**src/rtl/cmb_defines.svh**
```systemverilog
// Register map, field positions, reset values and other constants.
// Notes on behaviour
// [RULE1] Thirty-two slots, each with control register
// [RULE2] Receive request bit enables reception, resets zero
// [RULE3] Transmit and receive configuration bits independent
// [RULE4] Transmit request starts sending, never self-cleared
// [RULE5] Request falling one to zero aborts message
// [RULE6] Transmit done set on completion, cleared writing zero
// [RULE7] Abort done set only on successful cancel
// [RULE8] Receive done set when frame fully received
// [RULE9] Receive done cleared only by writing zero
// [RULE10] Writing one never sets completion flags
`ifndef CMB_DEFINES_SVH
`define CMB_DEFINES_SVH

// =====================================================================
// Register map
`define CMB_SLOT_BASE    8'h00
`define CMB_STAT_OFFS    8'h80
`define CMB_MASK_OFFS    8'h84
`define CMB_EVT_OFFS     8'h88

// =====================================================================
// Slot control fields
`define CMB_BIT_TXDONE   0
`define CMB_BIT_RXDONE   1
`define CMB_BIT_ABTDONE  2
`define CMB_BIT_RXREQ    6
`define CMB_BIT_TXREQ    7
`define CMB_CTL_RESET    8'h00

// =====================================================================
// Event status bits
`define CMB_EVT_TX       0
`define CMB_EVT_ABT      1
`define CMB_EVT_RX       2
`define CMB_EVT_WIDTH    3
`define CMB_EVT_RESET    3'h0

`endif

```
**src/rtl/cmb_pkg.sv**
```systemverilog
// Types shared by the mailbox control block.
package cmb_pkg;
  typedef enum logic [2:0] {
    CMB_IDLE = 3'b001,
    CMB_BUSY = 3'b010,
    CMB_ABRT = 3'b100
  } cmb_txst_t;
endpackage : cmb_pkg

```
**src/rtl/cmb_mailbox.sv**
```systemverilog
// Thirty-two slot CAN mailbox request and completion control.
//
// Our own choices: the register offsets and the address-and-strobe port.
`timescale 1ns/1ps
`include "cmb_defines.svh"
module cmb_mailbox
  import cmb_pkg::*;
#(
  parameter int NSLOT = 32
)(
  input  wire logic        CLK,        // 25 MHz clock
  input  wire logic        RESET,      // Synchronous reset, high
  input  wire logic [7:0]  ADDR,       // Register byte address
  input  wire logic [31:0] WDATA,      // Write data
  input  wire logic        WR,         // Write strobe
  input  wire logic        RD,         // Read strobe
  output logic      [31:0] RDATA,      // Read data, cycle after RD
  input  wire logic        TX_DONE,    // Engine: frame sent pulse
  input  wire logic        TX_ABT_OK,  // Engine: cancel took effect
  input  wire logic        RX_DONE,    // Engine: frame stored pulse
  input  wire logic [4:0]  ENG_SLOT,   // Engine: slot of event
  output logic [31:0]      TX_PEND,    // Slots queued to send
  output logic [31:0]      RX_EN,      // Slots accepting frames
  output logic [31:0]      ABT_REQ,    // Slots asking to cancel
  output logic             IRQ         // Level interrupt
);
  logic [7:0]               ctl   [NSLOT];
  logic [NSLOT-1:0]         pend_w, abt_w, rxen_w;
  logic [2:0]               evt   [NSLOT];
  logic [`CMB_EVT_WIDTH-1:0] evs_q, evs_d, msk_q, msk_d, evt_or;
  logic [31:0]              rdata_q, rdata_d;
  logic [31:0]              pend_q, abt_q, rxen_q;
  logic                     irq_q, irq_d;
  logic                     slot_hit;
  logic [4:0]               slot_ix;

  assign slot_hit = (ADDR[7] == 1'b0) && (ADDR[1:0] == 2'b00);
  assign slot_ix  = ADDR[6:2];

  // =====================================================================
  // Slots
  for (genvar i = 0; i < NSLOT; i++) begin : g_slot              // RULE1
    cmb_slot u_slot (
      .clk      (CLK),
      .reset    (RESET),
      .wr       (WR && slot_hit && (slot_ix == 5'(i))),
      .wdata    (WDATA[7:0]),
      .tx_done  (TX_DONE && (ENG_SLOT == 5'(i))),
      .tx_abtok (TX_ABT_OK && (ENG_SLOT == 5'(i))),
      .rx_done  (RX_DONE && (ENG_SLOT == 5'(i))),
      .ctl      (ctl[i]),
      .tx_pend  (pend_w[i]),
      .abt_req  (abt_w[i]),
      .evt      (evt[i])
    );
    assign rxen_w[i] = ctl[i][`CMB_BIT_RXREQ];
  end

  // =====================================================================
  // Events, mask and read mux
  always_comb begin
    evt_or = `CMB_EVT_RESET;
    for (int k = 0; k < NSLOT; k++) begin
      evt_or = evt_or | evt[k];
    end
    evs_d = evs_q;
    msk_d = msk_q;
    if (WR && ADDR == `CMB_STAT_OFFS) begin
      evs_d = evs_q & ~WDATA[`CMB_EVT_WIDTH-1:0];
    end
    if (WR && ADDR == `CMB_MASK_OFFS) begin
      msk_d = WDATA[`CMB_EVT_WIDTH-1:0];
    end
    evs_d   = evs_d | evt_or;
    irq_d   = |(evs_d & msk_d);
    rdata_d = 32'h0000_0000;
    if (RD) begin
      if (slot_hit) begin
        rdata_d = {24'h00_0000, ctl[slot_ix]};
      end else if (ADDR == `CMB_STAT_OFFS) begin
        rdata_d = {29'h0000_0000, evs_q};
      end else if (ADDR == `CMB_MASK_OFFS) begin
        rdata_d = {29'h0000_0000, msk_q};
      end else begin
        rdata_d = 32'h0000_0000;
      end
    end
  end

  always_ff @(posedge CLK) begin
    if (RESET) begin
      evs_q   <= `CMB_EVT_RESET;
      msk_q   <= `CMB_EVT_RESET;
      rdata_q <= 32'h0000_0000;
      irq_q   <= 1'b0;
      pend_q  <= 32'h0000_0000;
      abt_q   <= 32'h0000_0000;
      rxen_q  <= 32'h0000_0000;
    end else begin
      evs_q   <= evs_d;
      msk_q   <= msk_d;
      rdata_q <= rdata_d;
      irq_q   <= irq_d;
      pend_q  <= 32'(pend_w);
      abt_q   <= 32'(abt_w);
      rxen_q  <= 32'(rxen_w);
    end
  end

  assign RDATA   = rdata_q;
  assign IRQ     = irq_q;
  assign TX_PEND = pend_q;
  assign ABT_REQ = abt_q;
  assign RX_EN   = rxen_q;

  // =====================================================================
  // Checks
  irq_level_a: assert property (@(posedge CLK) disable iff (RESET)
    IRQ == |($past(evs_d) & $past(msk_d)))
    else $error("interrupt level mismatch");
  rx_flag_set_a: assert property (@(posedge CLK) disable iff (RESET) // RULE8
    (RX_DONE && rxen_w[ENG_SLOT]) |=> evs_q[`CMB_EVT_RX])
    else $error("receive event not recorded");
  tx_flag_set_a: assert property (@(posedge CLK) disable iff (RESET) // RULE6
    (TX_DONE && TX_PEND[ENG_SLOT] && pend_w[ENG_SLOT])
      |=> ctl[$past(ENG_SLOT)][`CMB_BIT_TXDONE])
    else $error("transmit done flag not set");
  indep_cfg_a: assert property (@(posedge CLK) disable iff (RESET) // RULE3
    (WR && slot_hit) |=> ctl[$past(slot_ix)][`CMB_BIT_RXREQ]
      == $past(WDATA[`CMB_BIT_RXREQ]))
    else $error("receive config not taken independently");
  rxreq_reset_a: assert property (@(posedge CLK) // RULE2
    RESET |=> RX_EN == 32'h0000_0000 && TX_PEND == 32'h0000_0000
      && ABT_REQ == 32'h0000_0000 && !IRQ)
    else $error("outputs not cleared by reset");
  rdata_idle_a: assert property (@(posedge CLK) disable iff (RESET)
    !RD |=> RDATA == 32'h0000_0000)
    else $error("read data not zero outside a read");
  abort_pend_a: assert property (@(posedge CLK) disable iff (RESET) // RULE5
    (ABT_REQ & ~TX_PEND) == 32'h0000_0000)
    else $error("cancel request on an idle slot");
  status_sticky_a: assert property (@(posedge CLK) disable iff (RESET)
    (|($past(evs_q) & ~evs_q)) |-> $past(WR && ADDR == `CMB_STAT_OFFS))
    else $error("status bit cleared without write");
  mask_take_a: assert property (@(posedge CLK) disable iff (RESET)
    (WR && ADDR == `CMB_MASK_OFFS)
      |=> msk_q == $past(WDATA[`CMB_EVT_WIDTH-1:0]))
    else $error("mask write not taken");
  tx_start_a: assert property (@(posedge CLK) disable iff (RESET) // RULE4
    (WR && slot_hit && WDATA[`CMB_BIT_TXREQ]
      && !ctl[slot_ix][`CMB_BIT_TXREQ])
      |=> pend_w[$past(slot_ix)])
    else $error("transmit not started on request rise");
endmodule : cmb_mailbox

```
**src/rtl/cmb_slot.sv**
```systemverilog
// One message slot: control bits, transmit state and completion flags.
`timescale 1ns/1ps
`include "cmb_defines.svh"
module cmb_slot
  import cmb_pkg::*;
(
  input  wire logic       clk,      // Clock
  input  wire logic       reset,    // Synchronous reset
  input  wire logic       wr,       // Write to this slot
  input  wire logic [7:0] wdata,    // Write data
  input  wire logic       tx_done,  // Engine finished this slot's frame
  input  wire logic       tx_abtok, // Engine dropped this slot's frame
  input  wire logic       rx_done,  // Engine stored a frame here
  output logic      [7:0] ctl,      // Control register value
  output logic            tx_pend,  // Transmit queued or running
  output logic            abt_req,  // Cancel request to engine
  output logic      [2:0] evt       // Pulses: tx done, abort, rx done
);
  logic        txreq_q, txreq_d, rxreq_q, rxreq_d;
  logic        txf_q, txf_d, abf_q, abf_d, rxf_q, rxf_d;
  cmb_txst_t   st_q, st_d;
  logic        req_rise, req_fall;

  // =====================================================================
  // Next state
  always_comb begin
    txreq_d  = txreq_q;
    rxreq_d  = rxreq_q;
    txf_d    = txf_q;
    abf_d    = abf_q;
    rxf_d    = rxf_q;
    st_d     = st_q;
    evt      = 3'h0;
    req_rise = wr && wdata[`CMB_BIT_TXREQ] && !txreq_q;
    req_fall = wr && !wdata[`CMB_BIT_TXREQ] && txreq_q;
    if (wr) begin
      txreq_d = wdata[`CMB_BIT_TXREQ];                        // RULE3
      rxreq_d = wdata[`CMB_BIT_RXREQ];                        // RULE2
      // Zero clears a flag, one leaves it alone
      if (!wdata[`CMB_BIT_TXDONE])  txf_d = 1'b0;             // RULE10
      if (!wdata[`CMB_BIT_ABTDONE]) abf_d = 1'b0;             // RULE10
      if (!wdata[`CMB_BIT_RXDONE])  rxf_d = 1'b0;             // RULE9
    end
    case (st_q)
      CMB_IDLE: begin
        if (req_rise) begin
          st_d = CMB_BUSY;                                    // RULE4
        end
      end
      CMB_BUSY: begin
        if (tx_done) begin
          st_d                 = CMB_IDLE;
          txf_d                = 1'b1;                        // RULE6
          evt[`CMB_EVT_TX]     = 1'b1;
        end else if (req_fall) begin
          st_d = CMB_ABRT;                                    // RULE5
        end
      end
      CMB_ABRT: begin
        if (tx_done) begin
          // Frame won the race: no abort flag
          st_d             = CMB_IDLE;
          txf_d            = 1'b1;                            // RULE7
          evt[`CMB_EVT_TX] = 1'b1;
        end else if (tx_abtok) begin
          st_d              = CMB_IDLE;
          abf_d             = 1'b1;                           // RULE7
          evt[`CMB_EVT_ABT] = 1'b1;
        end
      end
      default: st_d = CMB_IDLE;
    endcase
    if (rx_done && rxreq_q) begin
      rxf_d            = 1'b1;                                // RULE8
      evt[`CMB_EVT_RX] = 1'b1;
    end
  end

  // =====================================================================
  // Registers
  always_ff @(posedge clk) begin
    if (reset) begin
      txreq_q <= 1'b0;
      rxreq_q <= 1'b0;
      txf_q   <= 1'b0;
      abf_q   <= 1'b0;
      rxf_q   <= 1'b0;
      st_q    <= CMB_IDLE;
    end else begin
      txreq_q <= txreq_d;
      rxreq_q <= rxreq_d;
      txf_q   <= txf_d;
      abf_q   <= abf_d;
      rxf_q   <= rxf_d;
      st_q    <= st_d;
    end
  end

  always_comb begin
    ctl                   = `CMB_CTL_RESET;
    ctl[`CMB_BIT_TXREQ]   = txreq_q;
    ctl[`CMB_BIT_RXREQ]   = rxreq_q;
    ctl[`CMB_BIT_TXDONE]  = txf_q;
    ctl[`CMB_BIT_ABTDONE] = abf_q;
    ctl[`CMB_BIT_RXDONE]  = rxf_q;
    tx_pend               = (st_q != CMB_IDLE);
    abt_req               = (st_q == CMB_ABRT);
  end

  // =====================================================================
  // Checks
  txreq_kept_a: assert property (@(posedge clk) disable iff (reset) // RULE4
    $fell(txreq_q) |-> $past(wr) && !$past(wdata[`CMB_BIT_TXREQ]))
    else $error("transmit request dropped without write");
  done_noset_a: assert property (@(posedge clk) disable iff (reset) // RULE10
    $rose(txf_q) |-> $past(tx_done))
    else $error("done flag set without completion");
  abort_cause_a: assert property (@(posedge clk) disable iff (reset) // RULE7
    $rose(abf_q) |-> $past(st_q == CMB_ABRT && tx_abtok && !tx_done))
    else $error("abort flag without successful cancel");
  rx_hold_a: assert property (@(posedge clk) disable iff (reset) // RULE9
    $fell(rxf_q) |-> $past(wr && !wdata[`CMB_BIT_RXDONE]))
    else $error("receive flag cleared without write");
  cancel_go_a: assert property (@(posedge clk) disable iff (reset) // RULE5
    (st_q == CMB_BUSY && req_fall && !tx_done) |=> abt_req)
    else $error("cancel not raised after request fall");
  rx_cause_a: assert property (@(posedge clk) disable iff (reset) // RULE10
    $rose(rxf_q) |-> $past(rx_done && rxreq_q))
    else $error("receive flag set without stored frame");
endmodule : cmb_slot

```
**config.mk**
```make
export PLATFORM = sky130hd
export DESIGN_NAME = cmb_mailbox
export DESIGN_NICKNAME = d
export VERILOG_FILES = /design/src/rtl/cmb_pkg.sv /design/src/rtl/cmb_mailbox.sv /design/src/rtl/cmb_slot.sv
export VERILOG_INCLUDE_DIRS = /design/src /design/src/rtl
export SDC_FILE = /design/constraint.sdc
export NUM_CORES = 1
export LEC_CHECK = 0
export ABC_AREA = 1
export BUFFER_PORTS_ARGS = -buffer_cell sky130_fd_sc_hd__clkbuf_2
export CAP_MARGIN = 20
export CORE_ASPECT_RATIO = 1.25
export CORE_MARGIN = 5
export CORE_UTILIZATION = 55
export CTS_BUF_LIST = sky130_fd_sc_hd__clkbuf_16
export DETAILED_ROUTE_END_ITERATION = 6
export PLACE_DENSITY = 0.74
export SLEW_MARGIN = 20
export SYNTH_ARGS = -nofsm -noshare
export SYNTH_HDL_FRONTEND = slang
export SYNTH_HIERARCHICAL = 1
export SYNTH_SLANG_ARGS = --single-unit
```
**constraint.sdc**
```tcl
create_clock -name CLK -period 2.7 [get_ports CLK]
set_clock_uncertainty 0.15 [all_clocks]
set_input_delay 0.54 -clock CLK [delete_from_list [all_inputs] [get_ports CLK]]
set_output_delay 0.54 -clock CLK [all_outputs]
set_load 0.01 [all_outputs]
```
==> key figures <==
CTS
  – Max clock buf depth: 3
  – Clock latency on the worst-skew pair: 0.56 ns
  – Clock Pin Slew Worst Setup and Hold Paths: 0.06 ns
  – Num CTS Buffers: 40
  – # Post-CTS Setup Buffers: 0
  – CTS tree: done
  – Clk sinks: 367
  – CTS Hold Bufs: 0
  – Post-cts gate resize count: 0
  – H-tree Lvls: 2
  – CTS root buf: clkbuf_16

Global route
  – Initial antenna violation count: 3
  – First-pass GRT wire length: 95080 um
  – Largest net degree at the start of global routing: 107
  – Vias in the first global route: 19040
  – Grt ovf: 0
  – Total GRT Usage: 0.2639

Routing
  – Detailed Route WL: 59060 um
  – Via-to-Cell Ratio: 4.972
  – Pre-antenna DRT Iters: 5
  – Post-DR wirelength/cell: 14.58 um
  – DRC Markers: 0
  – Vias: 20150
  – Starting DRC count in detailed routing: 1670
  – ANT nets after route: 0

STA
  – Period utilization: 0.8778
  – Final-report hold violation count: 0
  – Post-route minimum period: 2.370 ns
  – Fin. max-slew vios: 0
  – Worst-Margin Slew: 0.5773 ns
  – Final setup vio count: 0
  – Hold Slack: 0.1747 ns
  – Worst rel slew slack: 0.6151
  – Unrepaired setup endpoints after global routing: false
  – Max frequency: 0.4219 GHz

Synthesis
  – Unique masters post-synth: 30
  – Synth Warn #: 6
  – Synth Instances: 3418
  – Compound-Gate Fraction of Synth Area: 0.09189
  – Adder-cell area share of the yosys netlist: 0
  – Post-synth top flop: dfxtp_1
  – Synthesized area per cell: 6.421 um^2
  – Multiplexer share of the synthesized area: 0
  – Synth Area in XOR/XNOR: 0
  – Mapped cell area: 21950 um^2
  – Synth Register Bits: 367
  – Async SR Flop Fraction: 0
  – Number of flops mapped to enable cells by yosys: 0
  – Sequential share of the synthesized area: 0.3347
  – Simple-gate share of the synthesized area: 0.3546
  – Largest family of logic cells by synthesized area: simple AND/OR/NAND/NOR gates

Setup path
  – CP max FO: 5
  – R2r endpoint: IRQ
  – Setup Crit Path Kind: input port to flip-flop
  – Critical Path Source: ENG_SLOT[1]
  – R2R Path Start: g_slot[6].u_slot/st_q[1]
  – Worst Path Required: 2.94 ns
  – CP Capture Point: IRQ
  – Nature of the critical path startpoint: input port
  – Cell count of the worst reg-to-reg path: 13
  – WP data arrival: 2.61 ns
  – R2R Setup Slk: 0.59 ns
  – CP Capture Type: flip-flop

Floorplan
  – Die area: 44030 um^2
  – Initial Utilization: 0.5582
  – Core area: 39320 um^2
  – Chip Width: 188.7 um
  – FP Rows: 81
  – I/O pin cnt: 181
  – Die Y: 233.3 um

Cells and area
  – Synth-to-Final Area Change: 10.15%
  – NumNets Final: 3576
  – Most common cell after layout, fill and taps aside: nand2_1
  – Final Instance Area: 24180 um^2
  – Fin util: 0.6148
  – Cell Count, Final, Fillers Out: 4052
  – Most frequent cells in the layout: nand2_1 (769), nor2_1 (507), inv_1 (506), dfxtp_1 (367), buf_4 (201)
  – Number of fill cells: 3712
  – Share of cells above drive strength 1: 0.1723

Place
  – GPL Wtd Cong: 0.9533
  – Area after DPL: 22800 um^2
  – PortBufs: 129
  – Placed insts: 3980
  – HPWL after detailed placement: 43590 um

Power and ir drop
  – Total power: 17.05 mW
  – Psw: 5.813 mW
  – Pint: 11.24 mW
  – Net Sw Frac: 0.3409
  – Clock network power share: 0.339
  – Lkg Pwr: 12.65 nW
  – PD cells: 705.2 nW/um^2
  – Combinational share of power: 0.280
  – VDD IR max: 556.0 uV
  – Reg power frac: 0.381

Run
  – Max Cap Violations: 0

Min path
  – Hold Crit Class: input port to flip-flop

Run status
  – Status: finished clean
-- cell type report --
cell class              count  area, um^2  share of cell area
repair buffers            349        2545              0.1053
multi-input cells        2225       10250              0.4240
well taps                 498       623.1             0.02577
clock buffers              42        1051             0.04347
inverters                 541        2033             0.08410
flip-flops and latches    367        7347              0.3039
diodes                      2       5.005           0.0002070
clock inverters            28       321.6             0.01330
-- routing by layer --
| layer | vias up | routed length (um) | global-route usage |
|---|---|---|---|
| li1 | 10270 | - | - |
| met1 | 8984 | 24870 | 0.3340 |
| met2 | 707 | 27050 | 0.4473 |
| met3 | 183 | 4385 | 0.04006 |
| met4 | 0 | 2767 | 0.1175 |
| met5 | - | 0 | 0 |
-- logic make-up after synthesis --
group                  after synthesis
AOI/OAI and AO/OA                  378
DFF                                367
buffers and inverters              913
other                               33
and+or+nand+nor                   1727
-- worst max-delay path, cell delays in order --
cell,delay [ns]
clkbuf_2,0.11
inv_1,0.04
nor2_1,0.12
buf_4,0.20
nand3_1,0.15
nor2_1,0.17
inv_1,0.08
nand3_1,0.10
inv_1,0.05
nor2_1,0.23
nand4_1,0.25
nor2_1,0.22
nand3_1,0.11
nand2_1,0.08
nand3_1,0.15
-- metrics by stage --
| step | setup TNS (ns) | worst slack (ns) |
|---|---|---|
| detailed placement | -0.1261 | -0.1261 |
| CTS | 0 | 0.4046 |
| floorplan | 0 | 0.2875 |
| global route | 0 | 0.2265 |
| global placement | -0.06846 | -0.06846 |
| finish | 0 | 0.3299 |
-- Yosys cell counts, types with 10 or more instances --
library cell / n / area (um^2)
nor3_1: 46 / 230.2
inv_1: 502 / 1884
clkbuf_1: 25 / 93.84
o22ai_1: 10 / 62.56
buf_2: 25 / 125.1
conb_1: 33 / 123.9
nand3_2: 32 / 320.3
a21oi_1: 145 / 725.7
o21ai_0: 170 / 850.8
nand2_1: 769 / 2887
nor2_1: 507 / 1903
clkinv_1: 33 / 123.9
nor2_2: 98 / 613.1
nand3_1: 184 / 920.9
a22oi_1: 40 / 300.3
buf_4: 318 / 2387
dfxtp_1: 367 / 7347
nand4_1: 22 / 137.6
nor2_4: 66 / 743.2
-- power groups by stage --
stage | Sequential (mW) | Clock (mW) | Combinational, mW
after detailed placement | 6.61 | 0 | 4.73
after global placement | 6.59 | 0 | 4.64
after CTS | 6.50 | 5.87 | 4.78
final | 6.49 | 5.79 | 4.77
after floorplan | 6.63 | 0 | 3.72
after global routing | 6.58 | 6.09 | 5.47
-- worst min path at each step --
stage / from / to / slack, ns / depth (start not counted)
4_1_cts: RESET / TX_PEND[27] / 0.17 / 2
5_1_grt: RESET / TX_PEND[27] / 0.20 / 2
2_1_floorplan: g_slot[0].u_slot/rxf_q / g_slot[0].u_slot/rxf_q / 0.29 / 2
3_3_place_gp: g_slot[31].u_slot/rxf_q / g_slot[31].u_slot/rxf_q / 0.31 / 2
3_5_place_dp: g_slot[21].u_slot/rxf_q / g_slot[21].u_slot/rxf_q / 0.32 / 2
6_report: RESET / TX_PEND[27] / 0.17 / 2
-- state kept, by name, indices dropped and copies added (netlist names) --
register / flops
g_slot.u_slot/st_q: 96
TX_PEND: 32
IRQ: 1
ABT_REQ: 32
g_slot.u_slot/rxf_q: 32
g_slot.u_slot/abf_q: 32
g_slot.u_slot/txreq_q: 32
g_slot.u_slot/txf_q: 32
g_slot.u_slot/rxreq_q: 32
RX_EN: 32
evs_q: 3
RDATA: 8
msk_q: 3
(Power assumes the default switching activity.)
